$ cat config.mk
export PLATFORM = sky130hd
export DESIGN_NAME = adcs_top
export DESIGN_NICKNAME = d
export VERILOG_FILES = /design/src/verilog/adcs_sync.v /design/src/verilog/adcs_osc_mon.v /design/src/verilog/adcs_top.v
export VERILOG_INCLUDE_DIRS = /design/src /design/src/verilog
export SDC_FILE = /design/constraint.sdc
export NUM_CORES = 1
export LEC_CHECK = 0
export BUFFER_PORTS_ARGS = -buffer_cell sky130_fd_sc_hd__buf_2
export CAP_MARGIN = 20
export CORE_UTILIZATION = 42
export DETAILED_ROUTE_END_ITERATION = 8
export MAX_ROUTING_LAYER = met4
export PLACE_DENSITY_LB_ADDON = 0.3
export RECOVER_POWER = 100
export SLEW_MARGIN = 0
export SYNTH_ARGS = -nofsm -noshare
export SYNTH_HDL_FRONTEND = slang
export SYNTH_HIERARCHICAL = 1
export SYNTH_SLANG_ARGS = --single-unit
$ cat constraint.sdc
create_clock -name clk -period 3.42 [get_ports clk]
set_clock_uncertainty 0.1 [all_clocks]
set_input_delay 0.684 -clock clk [delete_from_list [all_inputs] [get_ports clk]]
set_output_delay 0.684 -clock clk [all_outputs]
set_load 0.005 [all_outputs]
$ cat src/verilog/adcs_defs.vh
// Register offsets, field positions, reset values and counts of the clock select block
`ifndef ADCS_DEFS_VH
`define ADCS_DEFS_VH

// ----------------------------------------
// Register offsets
// ----------------------------------------
`define ADCS_OFS_INPUT_PAIR 5'h00
`define ADCS_OFS_GAIN 5'h01
`define ADCS_OFS_RATE 5'h02
`define ADCS_OFS_ANA_A 5'h03
`define ADCS_OFS_ANA_B 5'h04
`define ADCS_OFS_ANA_C 5'h05
`define ADCS_OFS_ANA_D 5'h06
`define ADCS_OFS_ANA_E 5'h07
`define ADCS_OFS_ANA_F 5'h08
`define ADCS_OFS_RES_LO 5'h09
`define ADCS_OFS_RES_MID 5'h0A
`define ADCS_OFS_RES_HI 5'h0B
`define ADCS_OFS_ANA_G 5'h0C
`define ADCS_OFS_SER_FLAG 5'h0E
`define ADCS_OFS_SER_CTRL 5'h0F
`define ADCS_OFS_SER_TMO 5'h10
`define ADCS_OFS_RC_CTRL 5'h11
`define ADCS_OFS_XT_CTRL 5'h12

// ----------------------------------------
// Reset values
// ----------------------------------------
`define ADCS_RST_INPUT_PAIR 8'h00
`define ADCS_RST_GAIN 8'h00
`define ADCS_RST_RATE 8'h01
`define ADCS_RST_ANA_A 8'h01
`define ADCS_RST_ANA_B 8'h26
`define ADCS_RST_ANA_C 8'h20
`define ADCS_RST_ANA_D 8'h07
`define ADCS_RST_ANA_E 8'h01
`define ADCS_RST_ANA_F 8'h14
`define ADCS_RST_ANA_G 8'h01
`define ADCS_RST_SER_FLAG 8'h00
`define ADCS_RST_SER_CTRL 8'h00
`define ADCS_RST_SER_TMO 8'h00
`define ADCS_RST_RC_CTRL 8'h00
`define ADCS_RST_XT_CTRL 8'h00

// ----------------------------------------
// Implemented-bit masks
// ----------------------------------------
`define ADCS_MASK_ANA_G 8'h01
`define ADCS_MASK_SER_FLAG 8'h01
`define ADCS_MASK_SER_CTRL 8'h3E

// ----------------------------------------
// Field positions
// ----------------------------------------
`define ADCS_RC_EN_BIT 0
`define ADCS_RC_FLAG_BIT 1
`define ADCS_RC_OUT_BIT 2
`define ADCS_XT_EN_BIT 0
`define ADCS_XT_FLAG_BIT 1
`define ADCS_XT_MODE_BIT 2
`define ADCS_XT_OUT_BIT 3

// ----------------------------------------
// Counts in oscillator cycles
// ----------------------------------------
`define ADCS_RC_SETTLE 16
`define ADCS_XT_SETTLE 1024
`define ADCS_CLK_DIV 4096

`endif

$ cat src/verilog/adcs_sync.v
// Two-stage synchroniser with rising edge pulse for an oscillator pin
`timescale 1ns/100ps
module adcs_sync (
	clk,
	rst,
	pin_in,
	rise_pulse
);
	input wire clk;
	input wire rst;
	input wire pin_in;
	output wire rise_pulse;

	reg meta_q;
	reg sync_q;
	reg last_q;

	// ----------------------------------------
	// Only the second stage feeds the edge detector
	// ----------------------------------------
	always @(posedge clk) begin
		if (rst) begin
			meta_q <= 1'b0;
			sync_q <= 1'b0;
			last_q <= 1'b0;
		end else begin
			meta_q <= pin_in;
			sync_q <= meta_q;
			last_q <= sync_q;
		end
	end

	assign rise_pulse = sync_q & ~last_q;
endmodule

$ cat src/verilog/adcs_osc_mon.v
// Oscillator stability counter and divide-by-N clock output
`timescale 1ns/100ps
module adcs_osc_mon #(
	parameter SETTLE = 16,
	parameter DIV = 4096,
	parameter CW = 16
) (
	clk,
	rst,
	osc_en,
	osc_edge,
	stable,
	div_clk
);
	input wire clk;
	input wire rst;
	input wire osc_en;
	input wire osc_edge;
	output wire stable;
	output wire div_clk;

	localparam integer SETTLE_I = SETTLE;
	localparam integer HALF_I = DIV / 2 - 1;
	localparam [CW-1:0] SETTLE_C = SETTLE_I[CW-1:0];
	localparam [CW-1:0] HALF_C = HALF_I[CW-1:0];

	reg [CW-1:0] settle_q;
	reg stable_q;
	reg [CW-1:0] div_cnt_q;
	reg div_q;

	// ----------------------------------------
	// Stability: cleared while disabled, set after SETTLE edges
	// ----------------------------------------
	always @(posedge clk) begin
		if (rst || !osc_en) begin
			settle_q <= {CW{1'b0}};
			stable_q <= 1'b0;
		end else if (osc_edge && !stable_q) begin
			if (settle_q == SETTLE_C - 1'b1) begin
				stable_q <= 1'b1;
			end
			settle_q <= settle_q + 1'b1;
		end
	end

	// ----------------------------------------
	// Divider: toggles every DIV/2 edges, a full period of DIV edges
	// ----------------------------------------
	always @(posedge clk) begin
		if (rst || !osc_en) begin
			div_cnt_q <= {CW{1'b0}};
			div_q <= 1'b0;
		end else if (osc_edge) begin
			if (div_cnt_q == HALF_C) begin
				div_cnt_q <= {CW{1'b0}};
				div_q <= ~div_q;
			end else begin
				div_cnt_q <= div_cnt_q + 1'b1;
			end
		end
	end

	assign stable = stable_q;
	assign div_clk = div_q;
endmodule

$ cat src/verilog/adcs_top.v
// Register map and oscillator control of the converter clock select block
//
// Contract
// - Host reads all registers serially and writes all but the three result bytes
// - Result held as three bytes, low first
// - Reset loads defaults; both oscillators disabled
// - RC output bit drives RC/4096 on ready
// - RC stable flag set after 16 cycles
// - Crystal output bit drives crystal/4096 on ready while the RC output bit is clear
// - Crystal mode bit selects drive current
// - Mode bit frozen while crystal enabled
// - Crystal stable flag cleared, then set later
// - Unimplemented oscillator control bits read zero
`timescale 1ns/100ps
`include "adcs_defs.vh"
module adcs_top #(
	parameter XT_SETTLE = `ADCS_XT_SETTLE
) (
	clk,
	rst,
	reg_addr,
	reg_wr,
	reg_rd,
	reg_wdata,
	reg_rdata,
	result_data,
	result_valid,
	data_ready_n,
	rc_osc_clk,
	xtal_osc_clk,
	data_ready_n_pin,
	rc_osc_enable,
	xtal_osc_enable,
	xtal_drive_mode,
	input_pair_select,
	amplifier_gain_select,
	output_rate_config,
	analog_config_a,
	analog_config_b,
	analog_config_c,
	analog_config_d,
	analog_config_e,
	analog_config_f,
	analog_config_g,
	serial_iface_flag,
	serial_iface_control,
	serial_timeout_control
);
	input wire clk;
	input wire rst;
	input wire [4:0] reg_addr;
	input wire reg_wr;
	input wire reg_rd;
	input wire [7:0] reg_wdata;
	output wire [7:0] reg_rdata;
	input wire [23:0] result_data;
	input wire result_valid;
	input wire data_ready_n;
	input wire rc_osc_clk;
	input wire xtal_osc_clk;
	output wire data_ready_n_pin;
	output wire rc_osc_enable;
	output wire xtal_osc_enable;
	output wire xtal_drive_mode;
	output wire [7:0] input_pair_select;
	output wire [7:0] amplifier_gain_select;
	output wire [7:0] output_rate_config;
	output wire [7:0] analog_config_a;
	output wire [7:0] analog_config_b;
	output wire [7:0] analog_config_c;
	output wire [7:0] analog_config_d;
	output wire [7:0] analog_config_e;
	output wire [7:0] analog_config_f;
	output wire [7:0] analog_config_g;
	output wire [7:0] serial_iface_flag;
	output wire [7:0] serial_iface_control;
	output wire [7:0] serial_timeout_control;

	// ----------------------------------------
	// Storage
	// ----------------------------------------
	reg [7:0] pair_q;
	reg [7:0] gain_q;
	reg [7:0] rate_q;
	reg [7:0] ana_a_q;
	reg [7:0] ana_b_q;
	reg [7:0] ana_c_q;
	reg [7:0] ana_d_q;
	reg [7:0] ana_e_q;
	reg [7:0] ana_f_q;
	reg [7:0] ana_g_q;
	reg [7:0] ser_flag_q;
	reg [7:0] ser_ctrl_q;
	reg [7:0] ser_tmo_q;
	reg [23:0] result_q;
	reg rc_en_q;
	reg rc_out_q;
	reg xt_en_q;
	reg xt_mode_q;
	reg xt_out_q;
	reg [7:0] rdata_q;
	reg [7:0] rdata_d;
	reg drdy_q;
	reg drdy_d;
	wire rc_edge;
	wire xt_edge;
	wire rc_stable;
	wire xt_stable;
	wire rc_div;
	wire xt_div;
	function wr_hit;
		input [4:0] addr;
		input [4:0] ofs;
		input wr;
		begin
			wr_hit = wr && (addr == ofs);
		end
	endfunction

	// ----------------------------------------
	// Oscillator pins into the register clock domain
	// ----------------------------------------
	adcs_sync u_rc_sync (
		.clk(clk),
		.rst(rst),
		.pin_in(rc_osc_clk),
		.rise_pulse(rc_edge)
	);
	adcs_sync u_xt_sync (
		.clk(clk),
		.rst(rst),
		.pin_in(xtal_osc_clk),
		.rise_pulse(xt_edge)
	);

	// ----------------------------------------
	// Stability and divided clocks
	// ----------------------------------------
	adcs_osc_mon #(
		.SETTLE(`ADCS_RC_SETTLE),
		.DIV(`ADCS_CLK_DIV),
		.CW(16)
	) u_rc_mon (
		.clk(clk),
		.rst(rst),
		.osc_en(rc_en_q),
		.osc_edge(rc_edge),
		.stable(rc_stable),
		.div_clk(rc_div)
	);

	// Flag is held low while enable is clear, then rises after settling
	adcs_osc_mon #(
		.SETTLE(XT_SETTLE),
		.DIV(`ADCS_CLK_DIV),
		.CW(16)
	) u_xt_mon (
		.clk(clk),
		.rst(rst),
		.osc_en(xt_en_q),
		.osc_edge(xt_edge),
		.stable(xt_stable),
		.div_clk(xt_div)
	);

	// ----------------------------------------
	// Register writes
	// ----------------------------------------
	always @(posedge clk) begin
		if (rst) begin
			pair_q <= `ADCS_RST_INPUT_PAIR;
			gain_q <= `ADCS_RST_GAIN;
			rate_q <= `ADCS_RST_RATE;
			ana_a_q <= `ADCS_RST_ANA_A;
			ana_b_q <= `ADCS_RST_ANA_B;
			ana_c_q <= `ADCS_RST_ANA_C;
			ana_d_q <= `ADCS_RST_ANA_D;
			ana_e_q <= `ADCS_RST_ANA_E;
			ana_f_q <= `ADCS_RST_ANA_F;
			ana_g_q <= `ADCS_RST_ANA_G;
			ser_flag_q <= `ADCS_RST_SER_FLAG;
			ser_ctrl_q <= `ADCS_RST_SER_CTRL;
			ser_tmo_q <= `ADCS_RST_SER_TMO;
			rc_en_q <= |(`ADCS_RST_RC_CTRL & (8'h01 << `ADCS_RC_EN_BIT));
			rc_out_q <= |(`ADCS_RST_RC_CTRL & (8'h01 << `ADCS_RC_OUT_BIT));
			xt_en_q <= |(`ADCS_RST_XT_CTRL & (8'h01 << `ADCS_XT_EN_BIT));
			xt_mode_q <= |(`ADCS_RST_XT_CTRL & (8'h01 << `ADCS_XT_MODE_BIT));
			xt_out_q <= |(`ADCS_RST_XT_CTRL & (8'h01 << `ADCS_XT_OUT_BIT));
		end else begin
			if (wr_hit(reg_addr, `ADCS_OFS_INPUT_PAIR, reg_wr)) begin
				pair_q <= reg_wdata;
			end
			if (wr_hit(reg_addr, `ADCS_OFS_GAIN, reg_wr)) begin
				gain_q <= reg_wdata;
			end
			if (wr_hit(reg_addr, `ADCS_OFS_RATE, reg_wr)) begin
				rate_q <= reg_wdata;
			end
			if (wr_hit(reg_addr, `ADCS_OFS_ANA_A, reg_wr)) begin
				ana_a_q <= reg_wdata;
			end
			if (wr_hit(reg_addr, `ADCS_OFS_ANA_B, reg_wr)) begin
				ana_b_q <= reg_wdata;
			end
			if (wr_hit(reg_addr, `ADCS_OFS_ANA_C, reg_wr)) begin
				ana_c_q <= reg_wdata;
			end
			if (wr_hit(reg_addr, `ADCS_OFS_ANA_D, reg_wr)) begin
				ana_d_q <= reg_wdata;
			end
			if (wr_hit(reg_addr, `ADCS_OFS_ANA_E, reg_wr)) begin
				ana_e_q <= reg_wdata;
			end
			if (wr_hit(reg_addr, `ADCS_OFS_ANA_F, reg_wr)) begin
				ana_f_q <= reg_wdata;
			end
			if (wr_hit(reg_addr, `ADCS_OFS_ANA_G, reg_wr)) begin
				ana_g_q <= reg_wdata & `ADCS_MASK_ANA_G;
			end
			if (wr_hit(reg_addr, `ADCS_OFS_SER_FLAG, reg_wr)) begin
				ser_flag_q <= reg_wdata & `ADCS_MASK_SER_FLAG;
			end
			if (wr_hit(reg_addr, `ADCS_OFS_SER_CTRL, reg_wr)) begin
				ser_ctrl_q <= reg_wdata & `ADCS_MASK_SER_CTRL;
			end
			if (wr_hit(reg_addr, `ADCS_OFS_SER_TMO, reg_wr)) begin
				ser_tmo_q <= reg_wdata;
			end
			// Stable flag bit of the written byte is dropped
			if (wr_hit(reg_addr, `ADCS_OFS_RC_CTRL, reg_wr)) begin
				rc_en_q <= reg_wdata[`ADCS_RC_EN_BIT];
				rc_out_q <= reg_wdata[`ADCS_RC_OUT_BIT];
			end
			if (wr_hit(reg_addr, `ADCS_OFS_XT_CTRL, reg_wr)) begin
				xt_en_q <= reg_wdata[`ADCS_XT_EN_BIT];
				xt_out_q <= reg_wdata[`ADCS_XT_OUT_BIT];
				// Changing drive while running could stall the crystal
				if (!xt_en_q) begin
					xt_mode_q <= reg_wdata[`ADCS_XT_MODE_BIT];
				end
			end
		end
	end

	// ----------------------------------------
	// Conversion result capture
	// ----------------------------------------
	// Cleared at reset only so reads are never X; software must not rely on it
	always @(posedge clk) begin
		if (rst) begin
			result_q <= 24'h000000;
		end else if (result_valid) begin
			result_q <= result_data;
		end
	end

	// ----------------------------------------
	// Register reads, answered one cycle after reg_rd
	// ----------------------------------------
	always @* begin
		rdata_d = 8'h00;
		case (reg_addr)
			`ADCS_OFS_INPUT_PAIR: rdata_d = pair_q;
			`ADCS_OFS_GAIN: rdata_d = gain_q;
			`ADCS_OFS_RATE: rdata_d = rate_q;
			`ADCS_OFS_ANA_A: rdata_d = ana_a_q;
			`ADCS_OFS_ANA_B: rdata_d = ana_b_q;
			`ADCS_OFS_ANA_C: rdata_d = ana_c_q;
			`ADCS_OFS_ANA_D: rdata_d = ana_d_q;
			`ADCS_OFS_ANA_E: rdata_d = ana_e_q;
			`ADCS_OFS_ANA_F: rdata_d = ana_f_q;
			`ADCS_OFS_RES_LO: rdata_d = result_q[7:0];
			`ADCS_OFS_RES_MID: rdata_d = result_q[15:8];
			`ADCS_OFS_RES_HI: rdata_d = result_q[23:16];
			`ADCS_OFS_ANA_G: rdata_d = ana_g_q;
			`ADCS_OFS_SER_FLAG: rdata_d = ser_flag_q;
			`ADCS_OFS_SER_CTRL: rdata_d = ser_ctrl_q;
			`ADCS_OFS_SER_TMO: rdata_d = ser_tmo_q;
			`ADCS_OFS_RC_CTRL: rdata_d = {5'h00, rc_out_q, rc_stable, rc_en_q};
			`ADCS_OFS_XT_CTRL: rdata_d = {4'h0, xt_out_q, xt_mode_q, xt_stable, xt_en_q};
			default: rdata_d = 8'h00;
		endcase
	end

	always @(posedge clk) begin
		if (rst) begin
			rdata_q <= 8'h00;
		end else if (reg_rd) begin
			rdata_q <= rdata_d;
		end
	end

	// ----------------------------------------
	// Ready pin multiplexer
	// ----------------------------------------
	// RC output wins if software sets both output bits
	always @* begin
		if (rc_out_q) begin
			drdy_d = rc_div;
		end else if (xt_out_q) begin
			drdy_d = xt_div;
		end else begin
			drdy_d = data_ready_n;
		end
	end

	always @(posedge clk) begin
		if (rst) begin
			drdy_q <= 1'b1;
		end else begin
			drdy_q <= drdy_d;
		end
	end

	// ----------------------------------------
	// Outputs
	// ----------------------------------------
	assign reg_rdata = rdata_q;
	assign data_ready_n_pin = drdy_q;
	// Both enables may be high if the host breaks the exclusivity rule; not guarded
	assign rc_osc_enable = rc_en_q;
	assign xtal_osc_enable = xt_en_q;
	assign xtal_drive_mode = xt_mode_q;
	assign input_pair_select = pair_q;
	assign amplifier_gain_select = gain_q;
	assign output_rate_config = rate_q;
	assign analog_config_a = ana_a_q;
	assign analog_config_b = ana_b_q;
	assign analog_config_c = ana_c_q;
	assign analog_config_d = ana_d_q;
	assign analog_config_e = ana_e_q;
	assign analog_config_f = ana_f_q;
	assign analog_config_g = ana_g_q;
	assign serial_iface_flag = ser_flag_q;
	assign serial_iface_control = ser_ctrl_q;
	assign serial_timeout_control = ser_tmo_q;
endmodule

==> summary.txt, run 1 <==
Cells and area
  – Reg area: 3980 sq um
  – Non-Filler Instances: 1423
  – Nets: 1185
  – Most frequent cells in the layout: dfxtp_1 (199), nor2_1 (154), buf_2 (91)
  – Multi-input logic area: between 4000 and 5000 sq um
  – Area growth, synth to finish: 13.6%
  – Most common cell after layout, fill and taps aside: dfxtp_1
  – Fillers: 2102
  – Share of post-route cells with drive strength above 1: 13.1%
  – Antenna cells: 0
  – Util after Layout: 48.8%

Critical path
  – Crit path max fanout: 25
  – Crit path DAT: ~3.1 ns
  – CP endpoint kind: register
  – Worst setup path class: primary input to register
  – CP required: 3.63 ns
  – Setup crit end: analog_config_a[5]
  – R2R setup slack: ~0.64 ns
  – Reg-to-reg endpoint: u_rc_mon/div_cnt_q[14]
  – Worst-case reg-to-reg path depth: 5
  – Setup crit start kind: primary input
  – Crit path from: reg_addr[0]
  – Reg-to-reg startpoint: u_rc_sync/sync_q

Route
  – DRT Pass-1 Iters: 6
  – Wire per inst: 18.8 um
  – Via count: 8026
  – DRT iter0 DRCs: 704
  – Final wirelength: 26800 um
  – Routed Antenna Nets: 0
  – Remaining DRCs: 0
  – DR vias/cell: 5.64

GRT
  – Largest net degree at the start of global routing: 48
  – First-pass GRT wire length: 41100 um
  – GRT Residual Overflow: 0
  – Initial antenna violation count: 0
  – Gr usage total: about 25%
  – Vias in the first global route: between 7000 and 8000

STA
  – RSZ-0062 raised after global routing: no
  – Max-slew headroom: 18.3%
  – Total negative slack: 0 ns
  – Setup Viol. Count Final: 0
  – Worst Tran Pin Value: between 1 and 1.5 ns
  – Fin crit share: approximately 84%
  – Pins Over Slew Limit: 0
  – Final Hold Vio Count: 0
  – Final min period: 2.89 ns
  – FMAX: 0.347 GHz

Placed design
  – Placed cell count: 1392
  – Placer Congestion: 0.935
  – Port Buffer Count: 143
  – Hpwl dp: between 15000 and 20000 um

Floorplan
  – Die Span Y: 149 um
  – I/O Pins: roughly 160
  – Full die area: 22100 sq um
  – Core Region: approximately 21000 sq um
  – Die Wd: 149 um
  – Site Rows: 53
  – Starting density of the core: 42.9%

Clock tree
  – Clock Latency Late Sink: 0.43 ns
  – CTS tree: built
  – TritonCTS Buffers: 17
  – TritonCTS Sinks: 199
  – CTS Buffer Depth: 2
  – # resized after CTS: 0
  – CTS Root Cell: clkbuf_16
  – Clock slew at reported path FFs: roughly 0.08 ns
  – H-Tree Depth: 4
  – Setup repair bufs after CTS: 0
  – Hold buffers post-CTS: 0

Worst hold path
  – Hold-critical path depth: 1
  – Hold/Removal Path Class: register to register

Synth
  – Synth cell types: 77
  – Top_reg_cell synth: dfxtp_1
  – Syn Inst Count: between 1000 and 1500
  – FF+latch count, synth: 199
  – Register area share after synthesis: approximately 44%
  – Avg Inst Size Synth: 8.86 sq um
  – Netlist Area Pre-Place: approximately 9000 sq um
  – Ys async rst share: 0%
  – EDFF count, synth: 0
  – Yosys warns: 6

Flow run
  – Maximum capacitance violations: 0

Pwr
  – Worst vdd ir: about 0.00025 V
  – Reported leakage power: 0.00392 uW
  – Pwr Density: 456 nW/um^2

Run status
  – Status: complete, no violations
## per-stage QoR
step	setup slack (ns)	hold slack, ns	cell area [sq um]	power, uW
CTS	1.02	0.346	10500	4730
detailed placement	0.606	0.338	9880	2680
floorplan	1.34	0.314	9110	2590
global route	0.416	0.360	10300	4830
global placement	0.676	0.327	9880	2680
finish	0.534	0.341	10300	4690
## Yosys cell counts, types with 8 or more instances
library cell / count / area [sq um]
a211o_1: 10 / 87.6
a21oi_1: 55 / 275
a22oi_1: 26 / 195
buf_2: 17 / 85.1
buf_4: 24 / 180
clkbuf_1: 35 / 131
dfxtp_1: 199 / 3980
inv_1: 15 / 56.3
mux2i_1: 79 / 791
nand2_1: 76 / 285
nand2b_1: 8 / 50.1
nand3_1: 64 / 320
nand4_1: 25 / 156
nor2_1: 153 / 574
nor2b_1: 14 / 87.6
nor3_1: 13 / 65.1
nor4_1: 18 / 113
o21ai_0: 15 / 75.1
xnor2_1: 24 / 210
xor2_1: 22 / 193
## flip-flops by register name (all words and copies together) (netlist names), 16 cells and up
| register | flops |
|---|---|
| u_rc_mon/div_cnt_q | 16 |
| u_rc_mon/settle_q | 16 |
| u_xt_mon/div_cnt_q | 16 |
| u_xt_mon/settle_q | 16 |
| result_q | 24 |
## power by group
group	leakage [uW]	switching (uW)	internal, uW
combinational	0.00203	171	81.6
clock	0.000285	942	1120
sequential	0.00161	26.8	2350
total	0.00392	1140	3550
## worst min path at each step
stage,start,endpoint
after floorplan,u_rc_sync/meta_q,u_rc_sync/sync_q
after global placement,u_rc_sync/meta_q,u_rc_sync/sync_q
after detailed placement,u_rc_sync/meta_q,u_rc_sync/sync_q
after CTS,u_rc_sync/meta_q,u_rc_sync/sync_q
after global routing,u_rc_sync/meta_q,u_rc_sync/sync_q
final,u_rc_sync/meta_q,u_rc_sync/sync_q
## area by class of cell
cell class | count | share of cell area, %
Tap cell | 275 | 3.35
Sequential cell | 199 | 38.7
Clock buffer | 18 | 4.27
Multi-Input combinational cell | 744 | 44.3
Clock inverter | 13 | 1.56
Inverter | 16 | 0.584
Timing Repair Buffer | 158 | 7.18
## layer usage
metal  wire length (um)  vias to the layer above  GRT usage (%)
met1              11300                     3727           33.1
met3               2380                       66           4.34
met2              12100                      423           38.6
met4               1040                        0           9.18
met5                  0                        -              -
li1                   -                     3810              -
## critical path, stage by stage
cell	delay, ns
buf_2	0.48
inv_1	0.27
nor3_1	0.98
nand2_1	0.42
nand2_1	0.17
a21oi_1	0.07
## cells by family after synthesis
logic type               share of synthesized area [%]
XOR/XNOR                                          4.45
multiplexers                                      8.86
other                                           0.0414
buffers and inverters                             5.13
AND/OR/NAND/NOR                                   25.2
adder cells (fa/ha/maj)                          0.553
AO/OA/AOI/OAI                                     11.7
flip-flops                                        44.0
Note: power is estimated with default switching activity, not from simulation.
==> inputs of run 2 (changes only) <==
==> constraint.sdc (replaced) <==
create_clock -name clk -period 2.7 [get_ports clk]
set_clock_uncertainty 0.1 [all_clocks]
set_input_delay 0.54 -clock clk [delete_from_list [all_inputs] [get_ports clk]]
set_output_delay 0.54 -clock clk [all_outputs]
set_load 0.005 [all_outputs]
==> run 2 against run 1 <==
  * The flow now finishes with violations (capacitance limit, slew limit)
  * Highest routed layer unchanged
  * Clock power grew 33%
  * Non-clock buffer count up 12
  * Die area did not move
  * Setup slack lost 0.23 ns
  * Sequential share of layout area decreased by 0.58 points
  * Critical path depth is the same
  * Largest cell class unchanged
  * First-iteration DRC count fell by 9.7%
  * Via count grew 1.2%
  * Routed wire length up 0.29%
==> summary.txt, run 2 (synthesized netlist as in run 1, its figures left out) <==
Clock tree
  – Clock Latency Late Sink: around 0.43 ns
  – CTS Root Cell: clkbuf_16
  – CTS Buffer Depth: 2
  – TritonCTS Sinks: roughly 200
  – TritonCTS Buffers: 17
  – # resized after CTS: 0
  – Hold buffers post-CTS: 0
  – Clock slew at reported path FFs: 0.07 ns
  – H-Tree Depth: 4
  – CTS tree: built
  – Setup repair bufs after CTS: 0

GRT
  – Initial antenna violation count: 0
  – Met1 Usage GRT: 32.8%
  – Vias in the first global route: 7431
  – Met2 GRT Util: 39.2%
  – Largest net degree at the start of global routing: 62
  – Gr usage total: between 20% and 30%
  – First-pass GRT wire length: 41300 um
  – GR peak layer: met2
  – GRT Residual Overflow: 0
  – GRT met3 Usage: 4.59%

Floorplan
  – I/O Pins: about 160
  – Starting density of the core: 42.9%
  – Full die area: 22100 sq um
  – Die Span Y: 149 um
  – Site Rows: 53
  – Die Wd: 149 um
  – Core Region: about 21000 sq um

Cells and area
  – Max FFs per register: 24
  – Most frequent cells in the layout: dfxtp_1 (199), nor2_1 (153), buf_2 (93)
  – Most common cell after layout, fill and taps aside: dfxtp_1
  – Share of post-route cells with drive strength above 1: 14.5%
  – Nets: 1197
  – Util after Layout: around half
  – Reg with most FFs: result_q
  – Final instance area: 10400 sq um
  – Area growth, synth to finish: 15.4%

Route
  – Remaining DRCs: 0
  – Wire per inst: 18.7 um
  – DRT iter0 DRCs: ~640
  – Via count: 8124
  – Final wirelength: roughly 27000 um
  – DR vias/cell: 5.66
  – Routed Antenna Nets: 0
  – DRT Pass-1 Iters: 5

STA
  – Final Hold Vio Count: 0
  – Pins Over Slew Limit: 25
  – Fin crit share: 88.6%
  – Setup Viol. Count Final: 0
  – Final min period: roughly 2.4 ns
  – RSZ-0062 raised after global routing: no
  – Worst Tran Pin Value: 1.75 ns
  – FMAX: 0.418 GHz
  – Total negative slack: 0 ns
  – Max-slew headroom: -16.5%

Critical path
  – Worst setup path class: primary input to register
  – Crit path max fanout: 16
  – CP required: 2.93 ns
  – CP endpoint kind: register
  – Worst-case reg-to-reg path depth: 4
  – Crit path DAT: 2.62 ns
  – Setup crit start kind: primary input

Pwr
  – Worst vdd ir: 0.000350 V
  – Pwr Density: 583 nW/um^2
  – Tot Pwr: 6090 uW
  – Reported leakage power: 0.00400 uW

Placed design
  – Hpwl dp: 19600 um
  – Placer Congestion: around 0.95
  – Area post-placement: 9970 sq um
  – Port Buffer Count: 143

Flow run
  – Maximum capacitance violations: 1

Run status
  – Status: finished with violations
  – Failing checks: capacitance limit, slew limit

Worst hold path
  – Hold/Removal Path Class: primary input to register
  – Hold-critical path depth: 2
## run 2: cell count changes in the layout (fill, tap and decap cells not counted), sizes merged
cell      previous run  this run
buf                 99       111
bufinv               2         4
clkinv               2         1
clkinvlp             3         2
diode                0         1
inv                 22        21
## run 2: final cells by class
class,instances,area (sq um)
multi-input combinational,744,4600
tap,275,344
fill,2086,10600
clock inverter,12,190
antenna,1,2.50
timing repair buffer,170,823
sequential,199,3980
clock buffer,18,439
inverter,16,60.1
## run 2: worst paths after layout
kind | startpoint | slack (ns) | end
worst max-delay path | reg_addr[4] | 0.31 | reg_rdata[2]
worst min-delay path | xtal_osc_clk | 0.22 | u_xt_sync/meta_q
worst max register to register | u_xt_mon/div_cnt_q[11] | 0.39 | u_xt_mon/div_cnt_q[14]
worst min register to register | u_xt_sync/meta_q | 0.36 | u_xt_sync/sync_q
## run 2: critical path, cell delays in order
cell      delay (ns)
clkbuf_1        0.47
nor2_1          0.25
and2_0          0.44
a32oi_1         0.45
nand4_1         0.24
o21a_1          0.22
## run 2: report_power, final
part | internal (uW) | switching [uW]
clock | 1590 | 1160
sequential | 2970 | 33.3
combinational | 111 | 219
total | 4670 | 1420
## run 2: per-layer routing
metal  up-vias  share of wire, %  wire length [um]
met4         0               2.4               658
li1       3842                 -                 -
met1      3892                43             11600
met3        38               7.3              1960
met2       352                47             12700
met5         -                 0                 0
## run 2: through the flow
stage,setup WS [ns],hold slack [ns],cells
2_1_floorplan,0.622,0.314,1037
3_3_place_gp,0.318,0.346,1404
3_5_place_dp,0.275,0.329,1404
4_1_cts,0.481,0.218,1434
5_1_grt,0.223,0.219,1434
6_report,0.307,0.221,1435
